`src/include/mtw_pkg.sv`:
```
// package for the three general timers and the watchdog of the microcontroller
package mtw_pkg;

    // ********************
    // register offsets
    // ********************
    localparam logic [7:0] OFS_TMR0_COUNT = 8'h00;
    localparam logic [7:0] OFS_TMR1_COUNT = 8'h04;
    localparam logic [7:0] OFS_TMR2_COUNT = 8'h08;
    localparam logic [7:0] OFS_IRQ_ENABLE = 8'h10;
    localparam logic [7:0] OFS_IRQ_STATUS = 8'h14;
    localparam logic [7:0] OFS_WD_CTRL = 8'h20;
    localparam logic [7:0] OFS_WD_CLEAR = 8'h24;
    localparam logic [7:0] OFS_WD_STATUS = 8'h28;
    localparam logic [7:0] OFS_WD_COUNT = 8'h2C;

    // ********************
    // fields
    // ********************
    localparam int NUM_TMR = 3;
    localparam int CTRL_EN_BIT = 0;
    localparam int CTRL_MODE_BIT = 1;
    localparam int CTRL_SEL_LSB = 2;
    localparam int CTRL_RST_BIT = 4;
    localparam int WD_IRQ_BIT = 3;
    localparam int CLEAR_KEY_BIT = 0;

    // ********************
    // reset values and limits
    // ********************
    localparam logic [31:0] TMR_RESET = 32'h0000_0000;
    localparam logic [3:0] IRQ_EN_RESET = 4'h0;
    localparam logic [32:0] WD_LIM_13 = 33'h0_0000_2000;
    localparam logic [32:0] WD_LIM_19 = 33'h0_0008_0000;
    localparam logic [32:0] WD_LIM_22 = 33'h0_0040_0000;
    localparam logic [32:0] WD_LIM_32 = 33'h1_0000_0000;

    typedef enum logic [1:0] {
        MTW_PRE_13,
        MTW_PRE_19,
        MTW_PRE_22,
        MTW_PRE_32
    } mtw_pre_t;

endpackage : mtw_pkg

```
`src/include/mtw_wd_if.sv`:
```
// carrier between the register block and the watchdog engine
`timescale 1ns/10ps
interface mtw_wd_if;
    logic enable;
    logic irq_mode;
    logic [1:0] sel;
    logic restart;
    logic flag_clear;
    logic flag;
    logic fire_reset;
    logic [32:0] count;

    modport ctrl (output enable, output irq_mode, output sel, output restart, output flag_clear,
                  input flag, input fire_reset, input count);
    modport engine (input enable, input irq_mode, input sel, input restart, input flag_clear,
                    output flag, output fire_reset, output count);
endinterface : mtw_wd_if

```
`src/design/mtw_watchdog.sv`:
```
// watchdog counter engine with interrupt and reset modes
`timescale 1ns/10ps
module mtw_watchdog (
    // clock and reset
    input wire logic clk_i,
    input wire logic rst_i,
    // control and status
    mtw_wd_if.engine wd
);

    typedef struct packed {
        logic [32:0] count;
        logic flag;
        logic fire;
    } mtw_wd_state_t;

    mtw_wd_state_t st;
    mtw_wd_state_t next_st;
    logic [32:0] limit;

    always_comb begin
        case (mtw_pkg::mtw_pre_t'(wd.sel))
            mtw_pkg::MTW_PRE_13: limit = mtw_pkg::WD_LIM_13;
            mtw_pkg::MTW_PRE_19: limit = mtw_pkg::WD_LIM_19;
            mtw_pkg::MTW_PRE_22: limit = mtw_pkg::WD_LIM_22;
            mtw_pkg::MTW_PRE_32: limit = mtw_pkg::WD_LIM_32;
            default: limit = mtw_pkg::WD_LIM_32;
        endcase
    end

    always_comb begin
        next_st = st;
        next_st.fire = 1'b0;
        if (wd.flag_clear) begin
            next_st.flag = 1'b0;
        end
        if (wd.restart || !wd.enable) begin
            next_st.count = '0;
        end else if (st.count + 33'd1 >= limit) begin
            // trigger on reaching the limit, then start again from zero
            next_st.count = '0;
            if (wd.irq_mode) begin
                next_st.flag = 1'b1;
            end else begin
                next_st.fire = 1'b1;
            end
        end else begin
            next_st.count = st.count + 33'd1;
        end
    end

    always_ff @(posedge clk_i) begin
        if (rst_i) begin
            st <= '0;
        end else begin
            st <= next_st;
        end
    end

    assign wd.flag = st.flag;
    assign wd.fire_reset = st.fire;
    assign wd.count = st.count;

endmodule : mtw_watchdog

```
`src/design/mtw_timers.sv`:
```
// three general up-counters and the watchdog behind an apb slave
//
// The APB slave port and the register offsets were chosen for this implementation.
`timescale 1ns/10ps

// ********************
// top
// ********************
// Functional notes
// - three identical general timers, numbered zero-two
// - timers advance by one each system clock
// - counting resumes from last loaded value
// - wrap to zero raises enabled interrupt
// - no auto-reload after wrap; keeps counting
// - watchdog interrupt mode raises interrupt on overflow
// - watchdog reset mode resets microcontroller logic
// - watchdog reset, enable, status flag, clear controls
// - watchdog limit two to 13/19/22/32
// - watchdog counts zero to limit minus one, software clears
// - all timer interrupt enables masked after reset
module mtw_timers (
    // clock and reset
    input wire logic CLK_SYS_I,
    input wire logic SYS_RST_I,
    // apb slave
    input wire logic PSEL_I,
    input wire logic PENABLE_I,
    input wire logic PWRITE_I,
    input wire logic [7:0] PADDR_I,
    input wire logic [31:0] PWDATA_I,
    output logic [31:0] PRDATA_O,
    output logic PREADY_O,
    output logic PSLVERR_O,
    // interrupt requests to the nested irq controller
    output logic [2:0] TMR_IRQ_O,
    output logic WD_IRQ_O,
    // microcontroller reset request from the watchdog
    output logic WD_RESET_O
);

    typedef struct packed {
        logic [2:0][31:0] count;
        logic [2:0] wrap;
        logic [3:0] irq_en;
        logic wd_en;
        logic wd_irq_mode;
        logic [1:0] wd_sel;
        logic [31:0] rdata;
        logic wd_restart;
        logic wd_flag_clr;
    } mtw_state_t;

    mtw_state_t st;
    mtw_state_t next_st;
    mtw_wd_if wd_bus ();

    logic access;
    logic wr;
    logic rd;
    logic hit;
    logic [31:0] rd_val;

    assign access = PSEL_I && PENABLE_I;
    assign wr = access && PWRITE_I;
    // read data loads in the setup cycle so it already stands at the access edge;
    // a counter read therefore shows the count one cycle before that edge
    assign rd = PSEL_I && !PENABLE_I && !PWRITE_I;

    // ********************
    // address decode and read mux
    // ********************
    always_comb begin
        hit = 1'b1;
        rd_val = 32'h0000_0000;
        case (PADDR_I)
            mtw_pkg::OFS_TMR0_COUNT: rd_val = st.count[0];
            mtw_pkg::OFS_TMR1_COUNT: rd_val = st.count[1];
            mtw_pkg::OFS_TMR2_COUNT: rd_val = st.count[2];
            mtw_pkg::OFS_IRQ_ENABLE: rd_val = {28'h0, st.irq_en};
            mtw_pkg::OFS_IRQ_STATUS: rd_val = {28'h0, wd_bus.flag, st.wrap};
            mtw_pkg::OFS_WD_CTRL: rd_val = {27'h0, 1'b0, st.wd_sel, st.wd_irq_mode, st.wd_en};
            mtw_pkg::OFS_WD_CLEAR: rd_val = 32'h0000_0000;
            mtw_pkg::OFS_WD_STATUS: rd_val = {31'h0, wd_bus.flag};
            mtw_pkg::OFS_WD_COUNT: rd_val = wd_bus.count[31:0];
            default: hit = 1'b0;
        endcase
    end

    // ********************
    // next state
    // ********************
    always_comb begin
        next_st = st;
        next_st.wd_restart = 1'b0;
        next_st.wd_flag_clr = 1'b0;
        if (rd) begin
            next_st.rdata = rd_val;
        end
        // wrap flags are sticky; a wrap in the clearing cycle still wins below
        if (wr && PADDR_I == mtw_pkg::OFS_IRQ_STATUS) begin
            next_st.wrap = st.wrap & ~PWDATA_I[2:0];
        end
        for (int i = 0; i < mtw_pkg::NUM_TMR; i++) begin
            // every timer uses the same lane logic
            if (wr && PADDR_I == mtw_pkg::OFS_TMR0_COUNT + 8'(4 * i)) begin
                next_st.count[i] = PWDATA_I;
            end else begin
                next_st.count[i] = st.count[i] + 32'h0000_0001;
                if (st.count[i] == 32'hFFFF_FFFF) begin
                    next_st.wrap[i] = 1'b1;
                end
            end
        end
        if (wr && PADDR_I == mtw_pkg::OFS_IRQ_ENABLE) begin
            next_st.irq_en = PWDATA_I[3:0];
        end
        if (wr && PADDR_I == mtw_pkg::OFS_WD_CTRL) begin
            next_st.wd_en = PWDATA_I[mtw_pkg::CTRL_EN_BIT];
            next_st.wd_irq_mode = PWDATA_I[mtw_pkg::CTRL_MODE_BIT];
            next_st.wd_sel = PWDATA_I[mtw_pkg::CTRL_SEL_LSB +: 2];
            next_st.wd_restart = PWDATA_I[mtw_pkg::CTRL_RST_BIT];
        end
        if (wr && PADDR_I == mtw_pkg::OFS_WD_CLEAR) begin
            next_st.wd_restart = PWDATA_I[mtw_pkg::CLEAR_KEY_BIT];
        end
        if (wr && PADDR_I == mtw_pkg::OFS_WD_STATUS) begin
            next_st.wd_flag_clr = PWDATA_I[0];
        end
    end

    always_ff @(posedge CLK_SYS_I) begin
        if (SYS_RST_I) begin
            st <= '0;
            st.count <= {mtw_pkg::TMR_RESET, mtw_pkg::TMR_RESET, mtw_pkg::TMR_RESET};
            st.irq_en <= mtw_pkg::IRQ_EN_RESET;
        end else begin
            st <= next_st;
        end
    end

    // ********************
    // watchdog
    // ********************
    assign wd_bus.enable = st.wd_en;
    assign wd_bus.irq_mode = st.wd_irq_mode;
    assign wd_bus.sel = st.wd_sel;
    assign wd_bus.restart = st.wd_restart;
    // clear loses to a same-cycle overflow inside the engine
    assign wd_bus.flag_clear = st.wd_flag_clr;

    mtw_watchdog u_wd (
        .clk_i(CLK_SYS_I),
        .rst_i(SYS_RST_I),
        .wd(wd_bus.engine)
    );

    // ********************
    // outputs
    // ********************
    assign PRDATA_O = st.rdata;
    assign PREADY_O = 1'b1;
    assign PSLVERR_O = access && !hit;
    assign TMR_IRQ_O = st.wrap & st.irq_en[2:0];
    assign WD_IRQ_O = wd_bus.flag & st.irq_en[mtw_pkg::WD_IRQ_BIT];
    // a reset-mode trip pulses for one cycle; the system reset logic stretches it
    assign WD_RESET_O = wd_bus.fire_reset;

endmodule : mtw_timers

```
`config.mk`:
```
export PLATFORM = sky130hd
export DESIGN_NAME = mtw_timers
export DESIGN_NICKNAME = d
export VERILOG_FILES = /design/src/include/mtw_pkg.sv /design/src/include/mtw_wd_if.sv /design/src/design/mtw_watchdog.sv /design/src/design/mtw_timers.sv
export SDC_FILE = /design/constraint.sdc
export NUM_CORES = 1
export LEC_CHECK = 0
export ABC_AREA = 1
export BUFFER_PORTS_ARGS = -buffer_cell sky130_fd_sc_hd__buf_2
export CAP_MARGIN = 10
export CORE_ASPECT_RATIO = 0.7
export CORE_UTILIZATION = 35
export DETAILED_ROUTE_END_ITERATION = 12
export MAX_ROUTING_LAYER = met4
export PLACE_DENSITY = 0.59
export SLEW_MARGIN = 20
export SYNTH_ARGS = -nofsm -noshare
export SYNTH_HDL_FRONTEND = slang
export SYNTH_SLANG_ARGS = --single-unit
export TNS_END_PERCENT = 30
```
`constraint.sdc`:
```
create_clock -name CLK_SYS_I -period 4.3 [get_ports CLK_SYS_I]
set_input_delay 0.86 -clock CLK_SYS_I [delete_from_list [all_inputs] [get_ports CLK_SYS_I]]
set_output_delay 0.86 -clock CLK_SYS_I [all_outputs]
set_load 0.05 [all_outputs]
```
======== Yosys cells after proc, flatten, opt, wreduce, memory -nomap -nowiden ========
Cells that the tools add are included.
word-level totals
  bits in registers ....................... 176
  output and inout bits ................... 39
operators by class
  reduce and logical (&&, ||, !) cells .... 24
  $lt $le $gt $ge ......................... 1
  muxes and demuxes ....................... 20
  bitwise gates (word level) .............. 6
  $add $sub $neg .......................... 4
  eq/ne operators ......................... 14
operator list
  kind                   number
  $pmux 32 s8            1
  $pmux 33 s4            1
  $add 32x1->32 const B  3
  $eq 32x32->1 const B   3
  $mux 32                3
  $add 33x1->33 const B  1
  $ge 33x33->1           1
  $eq 8x6->1 const B     4
  $eq 8x5->1 const B     2
  $logic_and 1x1->1      13
  $mux 1                 12
  $reduce_or 9->1        1
  $eq 8x3->1 const B     1
  $eq 8x4->1 const B     1
  $logic_not 8->1        1
  $and 3x3->3            2
  $reduce_or 3->1        2
  $eq 2x2->1 const B     2
  $logic_not 1->1        4
  $mux 2                 2
  $mux 3                 1
  $not 3->3              1
  $eq 2x1->1 const B     1
  $logic_not 2->1        1
  other kinds (4)        5

======== Depth between registers and ports, before layout ========
Gate-level depths: netlist (run 1).
  depth after elaboration ................. 6
  depth in mapped cells ................... 21
  depth with buffers taken out ............ 20

======== Cells and area by module ========
A second synthesis (run 1) with hierarchy kept.
second synthesis, totals
  cells, all modules ...................... 1,914
  area, all modules ....................... 11,687.5 um2
modules (own cells, without submodules)
  module        times used  sequential area each (um2)  area an instance (um2)  cells an instance
  mtw_timers    1           2,822.7                     9,197.6                 1,499
  mtw_watchdog  1           700.7                       2,489.9                 415

======== Worst setup path before layout (run 1) ========
Ideal clock, no wire load.
  path type ............................... in2out
  start ................................... in PADDR_I[6]
  end ..................................... out PSLVERR_O
  setup slack ............................. 185 ps
  path buffers ............................ 1
  arrival time ............................ 3,255 ps
  stages on the path ...................... 7
  data required time ...................... 3,440 ps
  cell sequence ........................... inv_1 > nand4_1 > inv_1 > nand4_1 > clkinv_1 > clkbuf_1 > nor4_1
between the ends
  word-level cells in the longest chain between the ends .. 5
  elaborated cells between the ends (all ways) .. 13
  classes of those cells .................. eq/ne: 8; mux: 1; reduce/logical: 4
ends and longest elaborated chain
  element                             line               RTL
  start, declared                     mtw_timers.sv:29   input wire logic [7:0] PADDR_I,
  $eq 8x5->1 (tied with other cells)  mtw_timers.sv:75   case (PADDR_I)
  $reduce_or 9->1 (no line) *         -
  $mux 1 *                            mtw_timers.sv:75
  $logic_not 1->1 *                   mtw_timers.sv:162  assign PSLVERR_O = access && !hit;
  $logic_and 1x1->1 *                 mtw_timers.sv:162
  end, declared                       mtw_timers.sv:33   output logic PSLVERR_O,
Every way passes the cells marked *; elsewhere a longest branch is shown, timed or not.

======== Worst setup path in the final report (run 1) ========
  start ................................... reg u_wd.st (netlist bit u_wd.wd.count[0])
  end ..................................... reg u_wd.st (netlist bit u_wd.wd.count[8])
between the ends
  word-level cells in the longest chain between the ends .. 3
ends and longest elaborated chain
  element                    line                                    RTL
  start, declared            mtw_watchdog.sv:17                      mtw_wd_state_t st;
  start signal, assigned     mtw_watchdog.sv:56                      st <= next_st;
  $add 33x1->33 *            mtw_watchdog.sv:39, mtw_watchdog.sv:48
  $ge 33x33->1               mtw_watchdog.sv:39                      end else if (st.count + 33'd1 >= limit) begin
  $reduce_or 3->1 (no line)  -
Marked as above.
A chain may end at the register's enable or synchronous reset.

==> metrics.txt, run 1 <==
# TYPE chip_impl_metric gauge
chip_impl_metric{name="swShare",unit="%"} 21.9
chip_impl_metric{name="seq_power_share",unit="%"} 45.9
chip_impl_info{name="post_synth_main_area_contributors",value="sky130_fd_sc_hd__dfxtp_1 (34%), sky130_fd_sc_hd__nand2_1 (13%), sky130_fd_sc_hd__inv_1 (7.4%)"} 1
chip_impl_metric{name="drt-total-wl",unit="um"} 33000
chip_impl_metric{name="rows",unit=""} 52
chip_impl_metric{name="gr-total-overflow",unit=""} 0
chip_impl_metric{name="power_leakage",unit="nW"} 5.12
chip_impl_metric{name="ys_seq_area_share",unit="%"} 33.8
chip_impl_info{name="worst_setup_path_start_kind",value="register"} 1
chip_impl_info{name="synth_top_flop_cell",value="sky130_fd_sc_hd__dfxtp_1"} 1
chip_impl_info{name="timing.critical_path.to",value="u_wd.wd.count[8]"} 1
chip_impl_metric{name="core-area",unit="um2"} 29100
chip_impl_metric{name="global_route.usage.total",unit="%"} 22.6
chip_impl_info{name="netlist.top_cell.by_area",value="sky130_fd_sc_hd__dfxtp_1"} 1
chip_impl_metric{name="finalHoldViolations",unit=""} 0
chip_impl_metric{name="postSynth.asyncResetShare",unit="%"} 0
chip_impl_metric{name="via_count_of_the_first_global_routing_pass",unit=""} 9103
chip_impl_info{name="cts_root_buffer",value="sky130_fd_sc_hd__clkbuf_16"} 1
chip_impl_metric{name="edff_count_synth",unit=""} 0
chip_impl_info{name="holdCritPathClass",value="reg2reg"} 1
chip_impl_metric{name="clockBufferDepth",unit=""} 2
chip_impl_metric{name="antenna_found_initial",unit=""} 0
chip_impl_metric{name="clkSlewWorstSetupHoldPaths",unit="ps"} 70
chip_impl_info{name="outcome",value="finished clean"} 1
chip_impl_metric{name="p_comb_share",unit="%"} 3.5
chip_impl_metric{name="grt_first_pass_wirelength",unit="um"} 51400
chip_impl_metric{name="synth_warnings",unit=""} 0
chip_impl_metric{name="chipWidth",unit="um"} 208
chip_impl_metric{name="dr.first_iter.drc_count",unit=""} 878
chip_impl_metric{name="buffer_ports.inserted",unit=""} 82
chip_impl_metric{name="fin_nets",unit=""} 1644
chip_impl_metric{name="place.detailed.hpwl",unit="um"} 25400
chip_impl_metric{name="gp_routability_congestion",unit=""} 0.917
chip_impl_metric{name="cts.repair.resized",unit=""} 0
chip_impl_metric{name="synth-seq-cells",unit=""} 176
chip_impl_metric{name="crit_arrival",unit="ps"} 4180
chip_impl_metric{name="detail_route.drc_violations",unit=""} 0
chip_impl_info{name="yosysMostFrequentCell",value="sky130_fd_sc_hd__nand2_1"} 1
chip_impl_metric{name="count_of_final_setup_violators",unit=""} 0
chip_impl_metric{name="crit_fanout",unit=""} 33
chip_impl_info{name="tritoncts",value="yes"} 1
chip_impl_metric{name="p_int",unit="mW"} 2.80
chip_impl_metric{name="synth_largest_type_area_fraction",unit="%"} 33.8
chip_impl_metric{name="peakVddDrop",unit="mV"} 0.179
chip_impl_metric{name="syn-num-nets",unit=""} 1616
chip_impl_info{name="setup.worst_path.end_class",value="register"} 1
chip_impl_metric{name="place_area",unit="um2"} 11000
chip_impl_metric{name="post-cts-setup-buffer-count",unit=""} 0
chip_impl_metric{name="post_drt_wl_per_cell",unit="um"} 16.6
chip_impl_metric{name="mapped_avg_cell_area",unit="um2"} 6.68
chip_impl_metric{name="required",unit="ps"} 4630
chip_impl_metric{name="max_cap_viol_count",unit=""} 0
chip_impl_metric{name="p_per_area",unit="nW/um2"} 308
chip_impl_metric{name="grt_max_degree",unit=""} 55
chip_impl_metric{name="cts_inserted_buffers",unit=""} 17
chip_impl_metric{name="antenna_violating_nets_left",unit=""} 0
chip_impl_metric{name="synth_cells",unit=""} 1563
chip_impl_info{name="grt_setup_unrepaired",value="no"} 1
chip_impl_metric{name="place_inst",unit=""} 1950
chip_impl_metric{name="post-route-period-util",unit="%"} 89.7
chip_impl_metric{name="timing.slew.headroom",unit="%"} 33.8
chip_impl_metric{name="floorplan.die_area",unit="um2"} 30500
chip_impl_metric{name="slew_viol_final",unit=""} 0
chip_impl_metric{name="worst_r2r_path_depth",unit=""} 20
chip_impl_metric{name="ys_types",unit=""} 44
chip_impl_metric{name="antenna_diode_instance_count",unit=""} 0
chip_impl_info{name="synthTopCellsByCount",value="sky130_fd_sc_hd__nand2_1 (367), sky130_fd_sc_hd__inv_1 (206), sky130_fd_sc_hd__dfxtp_1 (176), sky130_fd_sc_hd__nor2_1 (145), sky130_fd_sc_hd__o21ai_0 (121)"} 1
chip_impl_metric{name="drive_above_1_share",unit="%"} 12.2
chip_impl_info{name="startpoint",value="u_wd.wd.count[0]"} 1
chip_impl_metric{name="power_frac_clock",unit="%"} 50.6
chip_impl_metric{name="post_cts_hold_buffer_count",unit=""} 0
chip_impl_metric{name="min_cycle_time_layout",unit="ps"} 3860
chip_impl_metric{name="viasPerCell",unit=""} 5.05
chip_impl_metric{name="max_slew.worst_pin.slew",unit="ps"} 984
chip_impl_info{name="worst_r2r_src",value="u_wd.wd.count[0]"} 1
chip_impl_metric{name="post_route_insts_no_fill",unit=""} 1982
chip_impl_metric{name="clock_sinks",unit=""} 176
chip_impl_info{name="timing_worst_setup_path_type",value="reg2reg"} 1
chip_impl_metric{name="layout.cell_area.non_filler",unit="um2"} 11600
chip_impl_metric{name="first_pass_iters",unit=""} 6
chip_impl_metric{name="p_sw",unit="mW"} 0.786
chip_impl_metric{name="timing.clock.skew",unit="ps"} 8.70
chip_impl_metric{name="achievable-frequency",unit="MHz"} 259
chip_impl_metric{name="die_h",unit="um"} 146
chip_impl_metric{name="initial_core_util",unit="%"} 35.9
chip_impl_metric{name="design.portCount",unit=""} 84
chip_impl_metric{name="hold_slack",unit="ps"} 461
chip_impl_metric{name="insertion_delay_to_the_later_sink_of_the_worst_skew_pair",unit="ps"} 460
chip_impl_info{name="r2r-end",value="u_wd.wd.count[8]"} 1
chip_impl_metric{name="synth.cell_area",unit="um2"} 10400
chip_impl_metric{name="setup_tns",unit="ps"} 0
chip_impl_metric{name="ff2ff_setup_slack",unit="ps"} 440
chip_impl_metric{name="vias",unit=""} 10000
chip_impl_metric{name="htree_levels",unit=""} 4
chip_impl_metric{name="area_growth_syn_to_layout",unit="%"} 11.5
-- cell type report --
type / instances / area (um2)
clock buffer: 22 / 464
clock inverter: 10 / 206
fill: 3105 / 17400
inverter: 210 / 788
multi-input combinational: 1092 / 5670
sequential: 176 / 3520
tap: 378 / 473
timing repair buffer: 94 / 513
-- metal layers --
metal,track usage (%),share of wire (%)
met5,-,0
met4,5.96,1.6
met3,4.17,6.4
met2,31.4,41
met1,32.9,51
-- flip-flops by register name, indices dropped and copies added (netlist names) --
| signal | count |
|---|---|
| wd_bus.irq_mode | 1 |
| u_wd.wd.fire_reset | 1 |
| wd_bus.flag_clear | 1 |
| u_wd.wd.count | 33 |
| PRDATA_O | 32 |
| wd_bus.sel | 2 |
| st | 103 |
| u_wd.wd.flag | 1 |
| wd_bus.restart | 1 |
| wd_bus.enable | 1 |
-- worst max-delay path, stage by stage, from the launching register on --
cell and delay [ps]:
sky130_fd_sc_hd__dfxtp_1 470, sky130_fd_sc_hd__ha_1 270, sky130_fd_sc_hd__nand2_2 100, sky130_fd_sc_hd__nor2_4 190, sky130_fd_sc_hd__nand3_2 160, sky130_fd_sc_hd__nor2_4 160, sky130_fd_sc_hd__nand2_1 70, sky130_fd_sc_hd__or4_1 450
sky130_fd_sc_hd__xor2_1 190, sky130_fd_sc_hd__ha_1 320, sky130_fd_sc_hd__nand3_1 100, sky130_fd_sc_hd__nor2_1 100, sky130_fd_sc_hd__nand3_1 80, sky130_fd_sc_hd__nor2_1 120, sky130_fd_sc_hd__nand3_1 80, sky130_fd_sc_hd__nor2_1 110
sky130_fd_sc_hd__a21oi_2 60, sky130_fd_sc_hd__nand2_1 90, sky130_fd_sc_hd__inv_2 60, sky130_fd_sc_hd__nand2_4 440, sky130_fd_sc_hd__nor2_1 80
-- stage by stage --
step | setup slack (ps) | total power, mW | util [%]
global route | 153 | 3.70 | 40.0
finish | 442 | 3.59 | 40.0
floorplan | 185 | 1.75 | -
CTS | 441 | 3.62 | 40.0
detailed placement | 469 | 1.81 | 37.7
global placement | 555 | 1.81 | 37.7
-- cell usage in the layout (no fill, tap or decap), drive strengths merged, types with 8 or more instances in the layout --
| cell type | count |
|---|---|
| a21oi | 76 |
| buf | 94 |
| clkbuf | 22 |
| dfxtp | 176 |
| ha | 8 |
| inv | 208 |
| nand2 | 372 |
| nand3 | 55 |
| nand3b | 8 |
| nand4 | 29 |
| nor2 | 189 |
| nor3 | 33 |
| nor4 | 8 |
| o2111ai | 12 |
| o211ai | 11 |
| o21ai | 122 |
| o21bai | 55 |
| xnor2 | 26 |
| xor2 | 64 |
-- power groups by stage --
| stage | logic, mW | registers, mW | clock network (mW) |
|---|---|---|---|
| 2_1_floorplan | 0.0661 | 1.68 | 0 |
| 3_3_place_gp | 0.125 | 1.68 | 0 |
| 3_5_place_dp | 0.126 | 1.68 | 0 |
| 4_1_cts | 0.127 | 1.64 | 1.85 |
| 5_1_grt | 0.140 | 1.65 | 1.91 |
| 6_report | 0.127 | 1.65 | 1.82 |
-- worst min path at each step --
stage / start / to / slack [ps] / cells past startpoint
detailed placement: PRDATA_O[26] / PRDATA_O[26] / 450 / 2
global placement: PRDATA_O[26] / PRDATA_O[26] / 450 / 2
finish: PRDATA_O[18] / PRDATA_O[18] / 460 / 2
CTS: PRDATA_O[26] / PRDATA_O[26] / 460 / 2
floorplan: st[38] / st[38] / 440 / 2
global route: PRDATA_O[30] / PRDATA_O[30] / 480 / 2
-- cells by family (layout without fill, tap and decap cells) --
family                   after synthesis  in the layout  synth area share [%]
AO/OA/AOI/OAI                        290            290                  16.3
XOR/XNOR                              90             90                  7.55
adder cells (fa/ha/maj)                8              8                 0.959
buffers and inverters                295            336                  12.0
flip-flops                           176            176                  33.8
other                                  1              1                0.0359
AND/OR/NAND/NOR                      703            703                  29.4
Note: power is estimated with default switching activity, not from simulation.
==> inputs of run 2 (changes only) <==
- ABC_AREA: 1 -> default
- PLACE_DENSITY: 0.59 -> 0.6
==> run 2 against run 1 <==
Sequential cell count unchanged; final cell count fell by 22%; fmax fell by 1.6%; synthesized area is 7.6% lower; register-to-register slack worse by 60 ps; worst hold slack improved by 22 ps; sequential power about the same; wire length shrank 14%; clock skew increased by 10 ps; clock power down 10%.
==> metrics.txt, run 2 <==
# TYPE chip_impl_metric gauge
chip_impl_metric{name="required",unit="ps"} 4650
chip_impl_metric{name="peakVddDrop",unit="mV"} 0.244
chip_impl_metric{name="antenna_diode_instance_count",unit=""} 0
chip_impl_info{name="post_synth_main_area_contributors",value="sky130_fd_sc_hd__dfxtp_1 (37%), sky130_fd_sc_hd__a211oi_1 (6.9%), sky130_fd_sc_hd__nor2_1 (6.6%)"} 1
chip_impl_metric{name="clock_sinks",unit=""} 176
chip_impl_info{name="yosysMostFrequentCell",value="sky130_fd_sc_hd__dfxtp_1"} 1
chip_impl_metric{name="utilization",unit="%"} 39.7
chip_impl_metric{name="area_growth_syn_to_layout",unit="%"} 10.7
chip_impl_metric{name="gr-total-overflow",unit=""} 0
chip_impl_info{name="worst_setup_path_start_kind",value="register"} 1
chip_impl_info{name="regMostFlops",value="st"} 1
chip_impl_metric{name="edff_count_synth",unit=""} 0
chip_impl_info{name="synthTopCellsByCount",value="sky130_fd_sc_hd__dfxtp_1 (176), sky130_fd_sc_hd__nor2_1 (170), sky130_fd_sc_hd__a211oi_1 (89), sky130_fd_sc_hd__clkbuf_1 (77), sky130_fd_sc_hd__nand2_1 (69)"} 1
chip_impl_info{name="top_library_cells_by_usage_in_the_layout_fill_and_taps_aside",value="sky130_fd_sc_hd__dfxtp_1 (176), sky130_fd_sc_hd__nor2_1 (170), sky130_fd_sc_hd__a211oi_1 (89)"} 1
chip_impl_metric{name="ff2ff_setup_slack",unit="ps"} 380
chip_impl_metric{name="post-route-period-util",unit="%"} 91.2
chip_impl_metric{name="chipWidth",unit="um"} 200
chip_impl_metric{name="synth_cells",unit=""} 1161
chip_impl_info{name="synth_top_flop_cell",value="sky130_fd_sc_hd__dfxtp_1"} 1
chip_impl_metric{name="max_slew.worst_pin.slew",unit="ps"} 983
chip_impl_metric{name="max_cap_viol_count",unit=""} 0
chip_impl_metric{name="power_leakage",unit="nW"} 3.43
chip_impl_metric{name="crit_fanout",unit=""} 23
chip_impl_metric{name="synth.cell_area",unit="um2"} 9640
chip_impl_metric{name="initial_core_util",unit="%"} 35.8
chip_impl_metric{name="use_met1",unit="%"} 31.4
chip_impl_metric{name="swShare",unit="%"} 25.8
chip_impl_info{name="holdCritPathClass",value="reg2reg"} 1
chip_impl_metric{name="mapped_avg_cell_area",unit="um2"} 8.30
chip_impl_metric{name="via_count_of_the_first_global_routing_pass",unit=""} 7661
chip_impl_metric{name="synth_largest_type_area_fraction",unit="%"} 36.5
chip_impl_metric{name="global_route.usage.total",unit="%"} 20.6
chip_impl_metric{name="buffer_ports.inserted",unit=""} 82
chip_impl_metric{name="clkSlewWorstSetupHoldPaths",unit="ps"} 70
chip_impl_metric{name="vias",unit=""} 8656
chip_impl_metric{name="timing.clock.skew",unit="ps"} 18.9
chip_impl_info{name="grt_setup_unrepaired",value="no"} 1
chip_impl_metric{name="design.portCount",unit=""} 84
chip_impl_info{name="timing_worst_setup_path_type",value="reg2reg"} 1
chip_impl_metric{name="synth-seq-cells",unit=""} 176
chip_impl_metric{name="ys_types",unit=""} 60
chip_impl_metric{name="syn-num-nets",unit=""} 1214
chip_impl_metric{name="core-area",unit="um2"} 26900
chip_impl_info{name="globalRoute.busiestLayer",value="met1"} 1
chip_impl_metric{name="antenna_violating_nets_left",unit=""} 0
chip_impl_info{name="final_common_cell",value="sky130_fd_sc_hd__dfxtp_1"} 1
chip_impl_metric{name="floorplan.die_area",unit="um2"} 28200
chip_impl_metric{name="drive_above_1_share",unit="%"} 14.9
chip_impl_metric{name="dr.first_iter.drc_count",unit=""} 707
chip_impl_metric{name="htree_levels",unit=""} 4
chip_impl_metric{name="seq_power_share",unit="%"} 47.7
chip_impl_metric{name="p_int",unit="mW"} 2.60
chip_impl_metric{name="gp_routability_congestion",unit=""} 0.964
chip_impl_metric{name="finalHoldViolations",unit=""} 0
chip_impl_metric{name="timing.slew.headroom",unit="%"} 34.5
chip_impl_metric{name="p_comb_share",unit="%"} 5.6
chip_impl_metric{name="rows",unit=""} 50
chip_impl_metric{name="first_pass_iters",unit=""} 5
chip_impl_metric{name="postSynth.asyncResetShare",unit="%"} 0
chip_impl_metric{name="power_frac_clock",unit="%"} 46.7
chip_impl_metric{name="fin_nets",unit=""} 1215
chip_impl_metric{name="post_drt_wl_per_cell",unit="um"} 18.3
chip_impl_metric{name="detail_route.drc_violations",unit=""} 0
chip_impl_metric{name="die_h",unit="um"} 141
chip_impl_metric{name="post_cts_hold_buffer_count",unit=""} 0
chip_impl_info{name="cts_root_buffer",value="sky130_fd_sc_hd__clkbuf_16"} 1
chip_impl_metric{name="grt_first_pass_wirelength",unit="um"} 44600
chip_impl_metric{name="grt_max_degree",unit=""} 92
chip_impl_metric{name="cts_inserted_buffers",unit=""} 17
chip_impl_metric{name="largest_register_ffs",unit=""} 103
chip_impl_metric{name="p_sw",unit="mW"} 0.902
chip_impl_metric{name="min_cycle_time_layout",unit="ps"} 3920
chip_impl_metric{name="place.detailed.hpwl",unit="um"} 20200
chip_impl_metric{name="insertion_delay_to_the_later_sink_of_the_worst_skew_pair",unit="ps"} 450
chip_impl_metric{name="viasPerCell",unit=""} 5.62
chip_impl_info{name="outcome",value="finished clean"} 1
chip_impl_metric{name="slew_viol_final",unit=""} 0
chip_impl_metric{name="p_per_area",unit="nW/um2"} 328
chip_impl_metric{name="synth_warnings",unit=""} 0
chip_impl_metric{name="setup_tns",unit="ps"} 0
chip_impl_metric{name="groute.layer.met2.usage",unit="%"} 26.6
chip_impl_metric{name="crit_arrival",unit="ps"} 4270
chip_impl_metric{name="post-cts-setup-buffer-count",unit=""} 0
chip_impl_metric{name="ys_seq_area_share",unit="%"} 36.5
chip_impl_metric{name="antenna_found_initial",unit=""} 0
chip_impl_info{name="netlist.top_cell.by_area",value="sky130_fd_sc_hd__dfxtp_1"} 1
chip_impl_metric{name="drt-total-wl",unit="um"} 28200
chip_impl_metric{name="post_route_total_power",unit="mW"} 3.50
chip_impl_metric{name="clockBufferDepth",unit=""} 2
chip_impl_info{name="tritoncts",value="yes"} 1
chip_impl_metric{name="grt_use_met3",unit="%"} 4.21
chip_impl_info{name="setup.worst_path.end_class",value="register"} 1
chip_impl_metric{name="count_of_final_setup_violators",unit=""} 0
chip_impl_metric{name="achievable-frequency",unit="MHz"} 255
-- run 2: kinds of logic (layout without fill, tap and decap cells) --
kind of cell | count (synthesis) | count (layout) | share of synthesized area [%]
adders and majority gates | 8 | 8 | 1.04
buffers and inverters | 135 | 149 | 6.96
AOI/OAI and AO/OA | 247 | 247 | 19.4
muxes | 4 | 4 | 0.441
xor gates and xnor gates | 116 | 116 | 10.5
DFF | 176 | 176 | 36.5
and+or+nand+nor | 474 | 474 | 25.0
other | 1 | 1 | 0.0389
-- run 2: path summary, 6_finish.rpt --
kind,cells past startpoint,to,startpoint
worst max-delay path,12,u_wd.wd.count[18],u_wd.wd.count[8]
worst min register to register,2,st[40],st[40]
worst min-delay path,2,st[40],st[40]
worst max register to register,12,u_wd.wd.count[18],u_wd.wd.count[8]
-- run 2: routing by layer --
metal | wire length (um) | vias to the layer above | share of wire, %
li1 | - | 4207 | -
met1 | 14800 | 4140 | 52
met2 | 11000 | 286 | 39
met3 | 2150 | 23 | 7.6
met4 | 381 | 0 | 1.3
met5 | 0 | - | 0
-- run 2: repair_timing --
action / 4_1_cts / 5_1_grt
gates resized for setup: 0 / 1
endpoints found under the setup margin: 0 / 21
hold endpoints to repair: 0 / 0
-- run 2: final cells by class --
| type | instances | area, um2 |
|---|---|---|
| inverter | 11 | 41.3 |
| multi-input combinational | 850 | 5460 |
| fill | 2747 | 16200 |
| timing repair buffer | 106 | 593 |
| clock buffer | 18 | 439 |
| tap | 364 | 455 |
| sequential | 176 | 3520 |
| clock inverter | 14 | 165 |
-- run 2: power groups by stage --
stage / Sequential (mW) / Combinational, mW / Clock, mW
global placement: 1.71 / 0.194 / 0
floorplan: 1.70 / 0.143 / 0
global route: 1.67 / 0.210 / 1.73
detailed placement: 1.71 / 0.194 / 0
finish: 1.67 / 0.194 / 1.63
CTS: 1.67 / 0.195 / 1.65
-- run 2: worst max-delay path, stage by stage (launching register included) --
cell                       delay, ps
sky130_fd_sc_hd__dfxtp_1         530
sky130_fd_sc_hd__nand3_1         200
sky130_fd_sc_hd__nor4_1          440
sky130_fd_sc_hd__and2_1          290
sky130_fd_sc_hd__nand3_1         120
sky130_fd_sc_hd__xnor2_1         170
sky130_fd_sc_hd__ha_1            220
sky130_fd_sc_hd__or4b_1          520
sky130_fd_sc_hd__a211o_1         320
sky130_fd_sc_hd__a221oi_2        350
sky130_fd_sc_hd__a41oi_4         150
sky130_fd_sc_hd__buf_4           270
sky130_fd_sc_hd__a211oi_1        250
-- run 2: per-stage QoR --
stage          std cells  worst slack, ps  instance area (um2)  hold slack [ps]
2_1_floorplan       1161              626                 9640              440
3_3_place_gp        1507              444                10100              467
3_5_place_dp        1507              353                10100              472
4_1_cts             1539              315                10700              482
5_1_grt             1539             98.0                10700              498
6_report            1539              377                10700              483
